--- src/core/ssb_pkg.sv ---
// package for the servo stop and brake sequencer
package ssb_pkg;
   localparam int unsigned SYS_CLK_HZ = 125000000;
   localparam int unsigned TICK_MS = 2;
   localparam int unsigned TICK_CYCLES = SYS_CLK_HZ / 1000 * TICK_MS;
   localparam logic [15:0] LOW_SPEED_RPM = 16'd30;
   // register byte addresses
   localparam logic [7:0] ADDR_OFF_STOP = 8'h00;
   localparam logic [7:0] ADDR_STOP_BRK = 8'h04;
   localparam logic [7:0] ADDR_RUN_BRK = 8'h08;
   localparam logic [7:0] ADDR_REGEN = 8'h0c;
   localparam logic [7:0] ADDR_OVSPD1 = 8'h10;
   localparam logic [7:0] ADDR_TLIM2 = 8'h14;
   localparam logic [7:0] ADDR_OVFL2 = 8'h18;
   localparam logic [7:0] ADDR_OVSPD2 = 8'h1c;
   localparam logic [7:0] ADDR_ALM_STOP = 8'h20;
   localparam logic [7:0] ADDR_TLSW = 8'h24;
   localparam logic [7:0] ADDR_TLIM1 = 8'h28;
   localparam logic [7:0] ADDR_CTRL = 8'h2c;
   localparam logic [7:0] ADDR_STATUS = 8'h30;
   // reset values and the torque limit switch enable code
   localparam logic [15:0] RST_OFF_STOP = 16'h0000;
   localparam logic [15:0] RST_STOP_BRK = 16'h000a;
   localparam logic [15:0] RST_RUN_BRK = 16'h0032;
   localparam logic [15:0] RST_REGEN = 16'h0000;
   localparam logic [15:0] RST_OVSPD1 = 16'h0000;
   localparam logic [15:0] RST_TLIM2 = 16'h0064;
   localparam logic [15:0] RST_OVFL2 = 16'h0064;
   localparam logic [15:0] RST_OVSPD2 = 16'h0000;
   localparam logic [15:0] RST_ALM_STOP = 16'h0000;
   localparam logic [15:0] RST_TLSW = 16'h0000;
   localparam logic [15:0] RST_TLIM1 = 16'h012c;
   localparam logic [15:0] TLSW_ENABLE = 16'h0002;
   // control bits
   localparam int CTRL_SEL2 = 0;
   localparam int CTRL_ALM_RST = 1;
   // status bit positions, regen load limit and state codes
   localparam int ST_REGEN_ALM = 0;
   localparam int ST_OVSPD = 1;
   localparam int ST_OVFL = 2;
   localparam int ST_SERVO_ON = 3;
   localparam int ST_BRAKE = 4;
   localparam int ST_ALARM = 5;
   localparam int ST_STATE = 8;
   localparam logic [7:0] REGEN_LIMIT_PCT = 8'd10;
   typedef enum logic [2:0] {
      SSB_RUN = 3'b000,
      SSB_STOP_WAIT = 3'b001,
      SSB_DECEL = 3'b010,
      SSB_OFF = 3'b011,
      SSB_IDLE = 3'b100
   } ssb_state_t;
endpackage

--- src/core/ssb_seq.sv ---
// servo stop, brake interlock and protection sequencer with apb registers
//
// The address map and the APB interface to the registers were left to the implementer.
`timescale 1ns/1ps
module ssb_seq
   import ssb_pkg::*;
(
   input wire logic sys_clk, // 125 MHz clock
   input wire logic rst, // sync reset, high
   input wire logic psel, // apb select
   input wire logic penable, // apb enable
   input wire logic pwrite, // apb write
   input wire logic [7:0] paddr, // apb byte address
   input wire logic [31:0] pwdata, // apb write data
   output logic [31:0] prdata, // apb read data
   output logic pready, // apb ready
   output logic pslverr, // apb error
   input wire logic run_cmd, // run command pin
   input wire logic main_power_ok, // main circuit power pin
   input wire logic alarm_in, // alarm from protection logic
   input wire logic [15:0] motor_speed, // speed magnitude r/min
   input wire logic [31:0] deviation, // deviation magnitude pulses
   input wire logic [7:0] regen_load_pct, // resistor loading percent
   output logic servo_on, // power stage enabled
   output logic dyn_brake, // dynamic brake on
   output logic brake_interlock_out, // brake release, high = released
   output logic dev_clear, // clear deviation counter
   output logic dev_hold, // hold deviation counter
   output logic ext_regen_en, // external regen circuit on
   output logic regen_alarm, // alarm 18
   output logic overspeed_err, // overspeed flag
   output logic overflow_err, // deviation overflow flag
   output logic [15:0] torque_limit // active limit percent
);
   import ssb_pkg::*;

   logic [15:0] off_stop, stop_brk, run_brk, regen, ovspd1, tlim2, ovfl2, ovspd2;
   logic [15:0] alm_stop, tlsw, tlim1;
   logic sel2, alm_rst;
   logic run_m, run_s, pwr_m, pwr_s;
   logic [15:0] next_off_stop, next_stop_brk, next_run_brk, next_regen, next_ovspd1;
   logic [15:0] next_tlim2, next_ovfl2, next_ovspd2, next_alm_stop, next_tlsw, next_tlim1;
   logic next_sel2, next_alm_rst;
   logic [31:0] rdata_c;
   logic err_c;
   logic wr;
   ssb_state_t state, next_state;
   logic alarm_lat, next_alarm_lat;

   // apb slave, zero wait states
   assign pready = 1'b1;
   assign wr = psel && penable && pwrite;

   always_comb begin
      next_off_stop = off_stop;
      next_stop_brk = stop_brk;
      next_run_brk = run_brk;
      next_regen = regen;
      next_ovspd1 = ovspd1;
      next_tlim2 = tlim2;
      next_ovfl2 = ovfl2;
      next_ovspd2 = ovspd2;
      next_alm_stop = alm_stop;
      next_tlsw = tlsw;
      next_tlim1 = tlim1;
      next_sel2 = sel2;
      next_alm_rst = 1'b0;
      rdata_c = 32'h0;
      err_c = 1'b0;
      if (paddr == ADDR_OFF_STOP) begin
         rdata_c = {16'h0, off_stop};
         if (wr) next_off_stop = pwdata[15:0];
      end else if (paddr == ADDR_STOP_BRK) begin
         rdata_c = {16'h0, stop_brk};
         if (wr) next_stop_brk = pwdata[15:0];
      end else if (paddr == ADDR_RUN_BRK) begin
         rdata_c = {16'h0, run_brk};
         if (wr) next_run_brk = pwdata[15:0];
      end else if (paddr == ADDR_REGEN) begin
         rdata_c = {16'h0, regen};
         if (wr) next_regen = pwdata[15:0];
      end else if (paddr == ADDR_OVSPD1) begin
         rdata_c = {16'h0, ovspd1};
         if (wr) next_ovspd1 = pwdata[15:0];
      end else if (paddr == ADDR_TLIM2) begin
         rdata_c = {16'h0, tlim2};
         if (wr) next_tlim2 = pwdata[15:0];
      end else if (paddr == ADDR_OVFL2) begin
         rdata_c = {16'h0, ovfl2};
         if (wr) next_ovfl2 = pwdata[15:0];
      end else if (paddr == ADDR_OVSPD2) begin
         rdata_c = {16'h0, ovspd2};
         if (wr) next_ovspd2 = pwdata[15:0];
      end else if (paddr == ADDR_ALM_STOP) begin
         rdata_c = {16'h0, alm_stop};
         if (wr) next_alm_stop = pwdata[15:0];
      end else if (paddr == ADDR_TLSW) begin
         rdata_c = {16'h0, tlsw};
         if (wr) next_tlsw = pwdata[15:0];
      end else if (paddr == ADDR_TLIM1) begin
         rdata_c = {16'h0, tlim1};
         if (wr) next_tlim1 = pwdata[15:0];
      end else if (paddr == ADDR_CTRL) begin
         rdata_c = {31'h0, sel2};
         if (wr) begin
            next_sel2 = pwdata[CTRL_SEL2];
            next_alm_rst = pwdata[CTRL_ALM_RST];
         end
      end else if (paddr == ADDR_STATUS) begin
         rdata_c = {16'h0, 5'h0, state, 2'h0, alarm_lat, brake_interlock_out, servo_on,
                    overflow_err, overspeed_err, regen_alarm};
      end else begin
         err_c = 1'b1;
      end
   end

   assign pslverr = psel && penable && err_c;

   always_ff @(posedge sys_clk) begin
      if (rst) begin
         off_stop <= RST_OFF_STOP;
         stop_brk <= RST_STOP_BRK;
         run_brk <= RST_RUN_BRK;
         regen <= RST_REGEN;
         ovspd1 <= RST_OVSPD1;
         tlim2 <= RST_TLIM2;
         ovfl2 <= RST_OVFL2;
         ovspd2 <= RST_OVSPD2;
         alm_stop <= RST_ALM_STOP;
         tlsw <= RST_TLSW;
         tlim1 <= RST_TLIM1;
         sel2 <= 1'b0;
         alm_rst <= 1'b0;
         prdata <= 32'h0;
         run_m <= 1'b0;
         run_s <= 1'b0;
         pwr_m <= 1'b0;
         pwr_s <= 1'b0;
      end else begin
         off_stop <= next_off_stop;
         stop_brk <= next_stop_brk;
         run_brk <= next_run_brk;
         regen <= next_regen;
         ovspd1 <= next_ovspd1;
         tlim2 <= next_tlim2;
         ovfl2 <= next_ovfl2;
         ovspd2 <= next_ovspd2;
         alm_stop <= next_alm_stop;
         tlsw <= next_tlsw;
         tlim1 <= next_tlim1;
         sel2 <= next_sel2;
         alm_rst <= next_alm_rst;
         prdata <= (psel && !penable) ? rdata_c : prdata;
         run_m <= run_cmd;
         run_s <= run_m;
         pwr_m <= main_power_ok;
         pwr_s <= pwr_m;
      end
   end

   // 2 ms tick and delay counting
   logic [17:0] div_cnt, next_div_cnt;
   logic tick;
   assign tick = (div_cnt == 18'(TICK_CYCLES - 1));
   always_comb begin
      next_div_cnt = tick ? 18'h0 : div_cnt + 18'h1;
   end

   logic [15:0] dly, next_dly;
   logic use_alm, next_use_alm;
   logic [2:0] code;
   logic still, sw_en;

   assign still = (motor_speed <= LOW_SPEED_RPM);
   // alarm uses alarm stop code, deviation held until alarm reset clears it
   assign code = use_alm ? {1'b1, alm_stop[1:0]} : off_stop[2:0];

   always_comb begin
      next_state = state;
      next_dly = dly;
      next_alarm_lat = alarm_lat;
      next_use_alm = use_alm;
      if (alarm_in) next_alarm_lat = 1'b1;
      else if (alm_rst) next_alarm_lat = 1'b0;
      case (state)
         SSB_IDLE: begin
            if (run_s && !alarm_lat && pwr_s) next_state = SSB_RUN;
         end
         SSB_RUN: begin
            // run drop or alarm starts a stop
            if (!run_s || alarm_in || alarm_lat || !pwr_s) begin
               next_use_alm = alarm_in || alarm_lat;
               next_dly = 16'h0;
               if (!still) next_state = SSB_DECEL;
               else if (alarm_in || alarm_lat) next_state = SSB_OFF;
               else next_state = SSB_STOP_WAIT;
            end
         end
         SSB_STOP_WAIT: begin
            // zero setting means no delay
            // alarm skips the brake delay
            if (alarm_in || alarm_lat) begin
               next_state = SSB_OFF;
               next_use_alm = 1'b1;
            end else if (dly >= stop_brk) begin
               next_state = SSB_OFF;
            end else if (tick) begin
               next_dly = dly + 16'h1;
            end
         end
         SSB_DECEL: begin
            // shorter of delay or low speed
            if (dly >= run_brk || still) next_state = SSB_OFF;
            else if (tick) next_dly = dly + 16'h1;
         end
         SSB_OFF: begin
            if (still && !alarm_lat) begin
               next_state = SSB_IDLE;
               next_use_alm = 1'b0;
            end
         end
         default: next_state = SSB_IDLE;
      endcase
   end

   always_ff @(posedge sys_clk) begin
      if (rst) begin
         div_cnt <= 18'h0;
         state <= SSB_IDLE;
         dly <= 16'h0;
         alarm_lat <= 1'b0;
         use_alm <= 1'b0;
      end else begin
         div_cnt <= next_div_cnt;
         state <= next_state;
         dly <= next_dly;
         alarm_lat <= next_alarm_lat;
         use_alm <= next_use_alm;
      end
   end

   // outputs of the stop sequence
   logic next_servo_on, next_db, next_bk, next_clr, next_hold;
   logic next_ext, next_regen_alm, next_ovs, next_ovf;
   logic [15:0] next_tl;
   logic use2;
   // second set only with switching enabled
   assign sw_en = (tlsw == TLSW_ENABLE);
   assign use2 = sw_en && sel2;

   always_comb begin
      // stage off in decel, braking or free running
      next_servo_on = (state == SSB_RUN) || (state == SSB_STOP_WAIT);
      next_bk = (state == SSB_RUN) || (state == SSB_DECEL);
      next_db = 1'b0;
      next_clr = 1'b0;
      next_hold = 1'b0;
      if (state == SSB_DECEL) next_db = !code[0];
      if (state == SSB_OFF || state == SSB_IDLE) next_db = !code[1];
      if (state != SSB_RUN) begin
         next_clr = !code[2];
         next_hold = code[2];
      end
      if (alm_rst && use_alm) begin
         next_clr = 1'b1;
         next_hold = 1'b0;
      end
      if (!pwr_s) next_db = 1'b1;
      // capacitor only for 0 and 3
      next_ext = (regen[1:0] == 2'd1) || (regen[1:0] == 2'd2);
      // alarm 18 only for code 1, sticky; never for code 2
      next_regen_alm = regen_alarm && !alm_rst;
      if (regen[1:0] == 2'd1 && regen_load_pct > REGEN_LIMIT_PCT) next_regen_alm = 1'b1;
      next_ovs = sw_en && (use2 ? (motor_speed > ovspd2) : (motor_speed > ovspd1));
      next_ovf = use2 && (deviation > {1'b0, ovfl2[14:0], 8'h0});
      next_tl = use2 ? tlim2 : tlim1;
   end

   always_ff @(posedge sys_clk) begin
      if (rst) begin
         servo_on <= 1'b0;
         dyn_brake <= 1'b1;
         brake_interlock_out <= 1'b0;
         dev_clear <= 1'b0;
         dev_hold <= 1'b0;
         ext_regen_en <= 1'b0;
         regen_alarm <= 1'b0;
         overspeed_err <= 1'b0;
         overflow_err <= 1'b0;
         torque_limit <= RST_TLIM1;
      end else begin
         servo_on <= next_servo_on;
         dyn_brake <= next_db;
         brake_interlock_out <= next_bk;
         dev_clear <= next_clr;
         dev_hold <= next_hold;
         ext_regen_en <= next_ext;
         regen_alarm <= next_regen_alm;
         overspeed_err <= next_ovs;
         overflow_err <= next_ovf;
         torque_limit <= next_tl;
      end
   end
endmodule

--- config.mk ---
export PLATFORM = sky130hd
export DESIGN_NAME = ssb_seq
export DESIGN_NICKNAME = d
export VERILOG_FILES = /design/src/core/ssb_pkg.sv /design/src/core/ssb_seq.sv
export SDC_FILE = /design/constraint.sdc
export NUM_CORES = 1
export LEC_CHECK = 0
export ABC_AREA = 1
export BUFFER_PORTS_ARGS = -buffer_cell sky130_fd_sc_hd__buf_2
export CAP_MARGIN = 20
export CORE_AREA = 2 2 142 172
export DETAILED_ROUTE_END_ITERATION = 6
export DIE_AREA = 0 0 144 174
export PLACE_DENSITY = 0.8
export SLEW_MARGIN = 40
export SYNTH_ARGS = -nofsm -noshare
export SYNTH_HDL_FRONTEND = slang
export SYNTH_SLANG_ARGS = --single-unit
--- constraint.sdc ---
create_clock -name sys_clk -period 2.6 [get_ports sys_clk]
set_clock_uncertainty 0.2 [all_clocks]
set_input_delay 0.26 -clock sys_clk [delete_from_list [all_inputs] [get_ports sys_clk]]
set_output_delay 0.26 -clock sys_clk [all_outputs]
set_load 0.1 [all_outputs]
**After elaboration in Yosys (flattened, before gate mapping)**

Index checks and enable logic that the tools add are counted.

- Flip-flop bits (word level): 278
- Input port bits: 104
- Output and inout port bits: 59
- Logic and storage cells: 196

- $add $sub $neg: 2
- $lt $le $gt $ge: 7
- Equality and inequality tests: 29
- Muxes and demuxes: 55
- Bitwise logic cells: 15
- Reduce and logical (&&, ||, !) cells: 55

Operators by type and width:

| kind | count |
|---|---|
| $mux 16 | 17 |
| $pmux 16 s3 | 1 |
| $eq 8x6->1 const B | 5 |
| $eq 8x5->1 const B | 4 |
| $ge 16x16->1 | 2 |
| $gt 16x16->1 | 2 |
| $gt 32x23->1 | 1 |
| $mux 1 | 24 |
| $mux 11 | 2 |
| $mux 3 | 7 |
| $add 18x1->18 const B | 1 |
| $eq 18x18->1 const B | 1 |
| $add 16x1->16 const B | 1 |
| $eq 16x2->1 const B | 1 |
| $eq 8x4->1 const B | 2 |
| $le 16x5->1 const B | 1 |
| $ne 2x2->1 const B | 8 |
| $not 1->1 | 15 |
| $pmux 3 s5 | 1 |
| $reduce_and 5->1 | 3 |
| $reduce_or 14->1 | 1 |
| $logic_and 1x1->1 | 13 |
| $reduce_and 13->1 | 1 |
| $reduce_and 12->1 | 1 |
| other kinds (27) | 48 |

**Depth between registers and ports, before layout**

- Word-level depth: 15
- Gate-level depth with buffers: 16
- Gate-level depth less buffers: 16

**Worst setup path after synthesis**

No wires, ideal clock.

- Path kind: in2out
- Start point: input paddr[6]
- End point: output pslverr
- Arrival: 3.852 ns
- Data required time: 2.140 ns
- Slack: -1.712 ns
- Cell stages on the path: 7
- Buffers on the path: 1
- Path through: inv_1 nand2_1 nor2_4 nand2_1 clkbuf_1 nand2_1 nor4_1

- Longest elaborated chain between the ends: 15
- Elaborated cells between the ends (all ways): 27
- Those cells by class: eq/ne (12); mux (13); reduce/logical (2)

Ends and longest elaborated chain:

| what | RTL line | text |
|---|---|---|
| start, declared | ssb_seq.sv:13 | `input wire logic [7:0] paddr,` |
| $eq 8x6->1 | ssb_seq.sv:109 | `end else if (paddr == ADDR_STATUS) begin` |
| $mux 1 | ssb_seq.sv:109 |  |
| $mux 1 | ssb_seq.sv:103 | `end else if (paddr == ADDR_CTRL) begin` |
| $mux 1 | ssb_seq.sv:100 | `end else if (paddr == ADDR_TLIM1) begin` |
| $mux 1 | ssb_seq.sv:97 | `end else if (paddr == ADDR_TLSW) begin` |
| $mux 1 | ssb_seq.sv:94 | `end else if (paddr == ADDR_ALM_STOP) begin` |
| $mux 1 | ssb_seq.sv:91 | `end else if (paddr == ADDR_OVSPD2) begin` |
| $mux 1 | ssb_seq.sv:88 | `end else if (paddr == ADDR_OVFL2) begin` |
| $mux 1 | ssb_seq.sv:85 | `end else if (paddr == ADDR_TLIM2) begin` |
| $mux 1 | ssb_seq.sv:82 | `end else if (paddr == ADDR_OVSPD1) begin` |
| $mux 1 | ssb_seq.sv:79 | `end else if (paddr == ADDR_REGEN) begin` |
| $mux 1 | ssb_seq.sv:76 | `end else if (paddr == ADDR_RUN_BRK) begin` |
| $mux 1 | ssb_seq.sv:73 | `end else if (paddr == ADDR_STOP_BRK) begin` |
| $mux 1 (*) | ssb_seq.sv:70 | `if (paddr == ADDR_OFF_STOP) begin` |
| $logic_and 1x1->1 (*) | ssb_seq.sv:117 | `assign pslverr = psel && penable && err_c;` |
| end, declared | ssb_seq.sv:17 | `output logic pslverr,` |

Mark *: on every way between the ends. The rest lies on a longest branch, timed or not.

**Worst setup path after layout**

- Start point: register dly[11]
- End point: register dly[6]

- Longest elaborated chain between the ends: 4
- Elaborated cells between the ends (all ways): 6
- Those cells by class: order compare (2); eq/ne (2); reduce/logical (2)

Ends and longest elaborated chain:

| what | RTL line | text |
|---|---|---|
| start, declared | ssb_seq.sv:169 | `logic [15:0] dly, next_dly;` |
| start signal, assigned | ssb_seq.sv:236 | `dly <= next_dly;` |
| $ge 16x16->1 | ssb_seq.sv:213 | `if (dly >= run_brk \|\| still) next_state = SSB_OFF;` |
| $logic_or 1x1->1 | ssb_seq.sv:213 |  |
| $ne 2x2->1 (no line) | -- |  |
| $reduce_and 5->1 (no line) (*) | -- |  |

Marked as above.
A chain may end at the register's enable or synchronous reset.

==> summary.txt <==
Clock network
  • CTS sink count: ~260
  • # Post-CTS Setup Buffers: 0
  • CTS Buf Count: 26
  • Clock slew at reported path FFs: roughly 0.070 ns
  • CTS tree: built
  • Worst-Skew Late Latency: about 0.54 ns
  • Root buf cell: clkbuf_16
  • Clock Path Buffers: 3
  • H-Tree Level Count: 1

Cells and area
  • Share of layout cells above drive strength 1: between 10% and 20%
  • Fillers: a little over 2,000
  • Layout Area Growth over Synthesis: 15.9%
  • Commonest non-fill, non-tap cell in the layout: nand2_1
  • Max reg flops: 18
  • Nets@finish: around 2,200
  • Final core utilization: 67.2%
  • Commonest cells after routing, fill and taps aside: 306 x nand2_1, 262 x dfxtp_1, 258 x a21oi_1
  • Register with the most flip-flops: div_cnt

Timing
  • Setup TNS: 0 ns
  • Final setup violating endpoints: 0
  • Final period utilization: 92.9%
  • RSZ-0062 raised after global routing: no
  • Worst hold margin: approximately 0.027 ns
  • Final worst slack: around 0.19 ns
  • Min cycle time layout: roughly 2.4 ns
  • Slew @ Worst Pin: approximately 0.59 ns
  • Slew Viols, Final: 0
  • Hold violation count in the final report: 0
  • Slew headroom: between 60 and 70%
  • Fmax: 414 MHz

Synthesis
  • Seq cells post-synth: about 260
  • Area leader, netlist: dfxtp_1
  • Sequential area share after synthesis: 38.5%
  • Synthesized cell area: 13,600 sq um
  • Post-synth cell types: 49
  • Top_reg_cell synth: dfxtp_1
  • Synth Area in XOR/XNOR: less than 1%
  • Syn Area/Cell: 7.32 sq um
  • Post-synth top area share: around two fifths
  • Yosys warning count: 0
  • Post-synth EDFFs: 0
  • Largest family of logic cells by synthesized area: compound AO/OA/AOI/OAI gates
  • Cell count after synthesis: about 1,900
  • Ys async rst share: 0%
  • Adder-cell share of the synthesized area: under 10%
  • Area contributors post-synth: dfxtp_1 39%, a21oi_1 9.5%, nand2_1 8.4%, ha_1 7.5%, o21ai_0 6.3%
  • Portion of netlist area occupied by mux cells: 0%
  • Simple-gate share of the synthesized area: ~20%
  • Synth Area in Compound Gates: between 20% and 30%

Placement
  • Port-buffer cells: around 130
  • Detailed Place HPWL: 29,100 um
  • Post-Place Worst Slack: roughly 0.15 ns
  • Routability cong.: 0.987

Min path
  • Worst hold path class: in2reg

Critical path
  • Critical path peak fanout: 17
  • CP Class: reg2reg
  • Arrival time worst endpoint: about 2.7 ns
  • Worst Path Required: around 2.9 ns
  • Type of origin of the critical path: flop
  • CP Capture Type: flop

Floorplanning
  • Std cell rows: 62
  • Chip width: 144 um
  • I/O Pins: 163
  • Die footprint: ~25,000 sq um
  • Initial core utilization: around 58%
  • Core Region: between 20,000 and 25,000 sq um
  • Die H: 174 um

Detailed routing
  • Vias per cell: 5.79
  • Antenna viol nets, final: 0
  • Wirelength per Cell: between 15 and 20 um
  • Vias: 13,500
  • DR pass1 iterations: 5
  • DRC: 0
  • Drt total wl: 40,100 um
  • DRT iter0 DRCs: around 1,000

Global routing
  • Largest net degree at the start of global routing: 75
  • Initial antenna violation count: 2
  • Wire length of the first global-routing pass: 62,100 um
  • Grt ovf: 0
  • Vias in the first global route: roughly 13,000
  • GRT Total Usage: 30.9%

Pwr
  • Lkg Pwr: 6.60 nW
  • P per Cell Area: between 600 and 700 nW/um^2
  • Maximum vdd ir drop: 0.000497 V

Outcome
  • Run status: completed

Flow run
  • Max-cap violation count: 0
layer usage:
layer  vias to the layer above  track usage, %  wire length [um]
li1                       6516               -                 -
met3                       129            4.21              3370
met2                       658            54.0             19500
met1                      6232            37.8             15400
met4                         0            13.0              1770
met5                         -               0                 0
synthesized netlist by cell type (24+ instances only):
master / count
nand4_1: 36
a21oi_1: 258
nor3_1: 27
o21ai_0: 172
clkbuf_1: 43
nand2_1: 306
ha_1: 82
dfxtp_1: 262
inv_1: 226
nor2_1: 136
buf_4: 24
nand3_1: 62
buf_2: 29
a221oi_1: 31
metrics by stage:
stage,instance area [sq um],power [W],cells
final,15800,0.00951,2339
after detailed placement,14600,0.00553,2265
after floorplan,13700,0.00520,1877
after global placement,14600,0.00551,2263
after global routing,15800,0.00981,2339
after CTS,15800,0.00950,2338
report_power, final:
part	switching, W	internal, W
clock network	0.00168	0.00234
logic	0.000971	0.000353
registers	0.0000839	0.00408
area by class of cell:
type	count	area [sq um]	area share [%]
multi-input cells	1274	7030	44.5
inverters	240	903	5.72
well taps	320	400	2.54
repair buffers	194	1300	8.26
clock buffers	30	697	4.41
diodes	1	2.50	0.0158
clock inverters	18	213	1.35
flip-flops and latches	262	5250	33.2
final timing paths:
check / startpoint / end / slack [ns] / cells after the start
min: paddr[5] / sel2 / 0.03 / 5
min reg2reg: pwr_m / pwr_s / 0.20 / 2
max: dly[11] / dly[6] / 0.19 / 9
max reg2reg: dly[11] / dly[6] / 0.19 / 9
critical path, stage by stage, from the launching register on:
cell,delay (ns)
dfxtp_1,0.47
ha_1,0.31
a21oi_1,0.15
nand2_1,0.06
a21oi_1,0.24
nand4_1,0.20
nand2_1,0.18
buf_4,0.25
nand4_1,0.12
a21oi_1,0.15
what timing repair did:
item	in CTS	in global routing
endpoints found under the hold margin	128	0
resized for setup	0	0
hold buffers	25	0
endpoints found under the setup margin	0	0
logic make-up after synthesis:
logic type,after synthesis
AND/OR/NAND/NOR,620
AO/OA/AOI/OAI,540
buffers and inverters,341
flip-flops,262
adder cells (fa/ha/maj),82
XOR/XNOR,15
other,2
No activity file was read; power rests on OpenSTA's default activity.
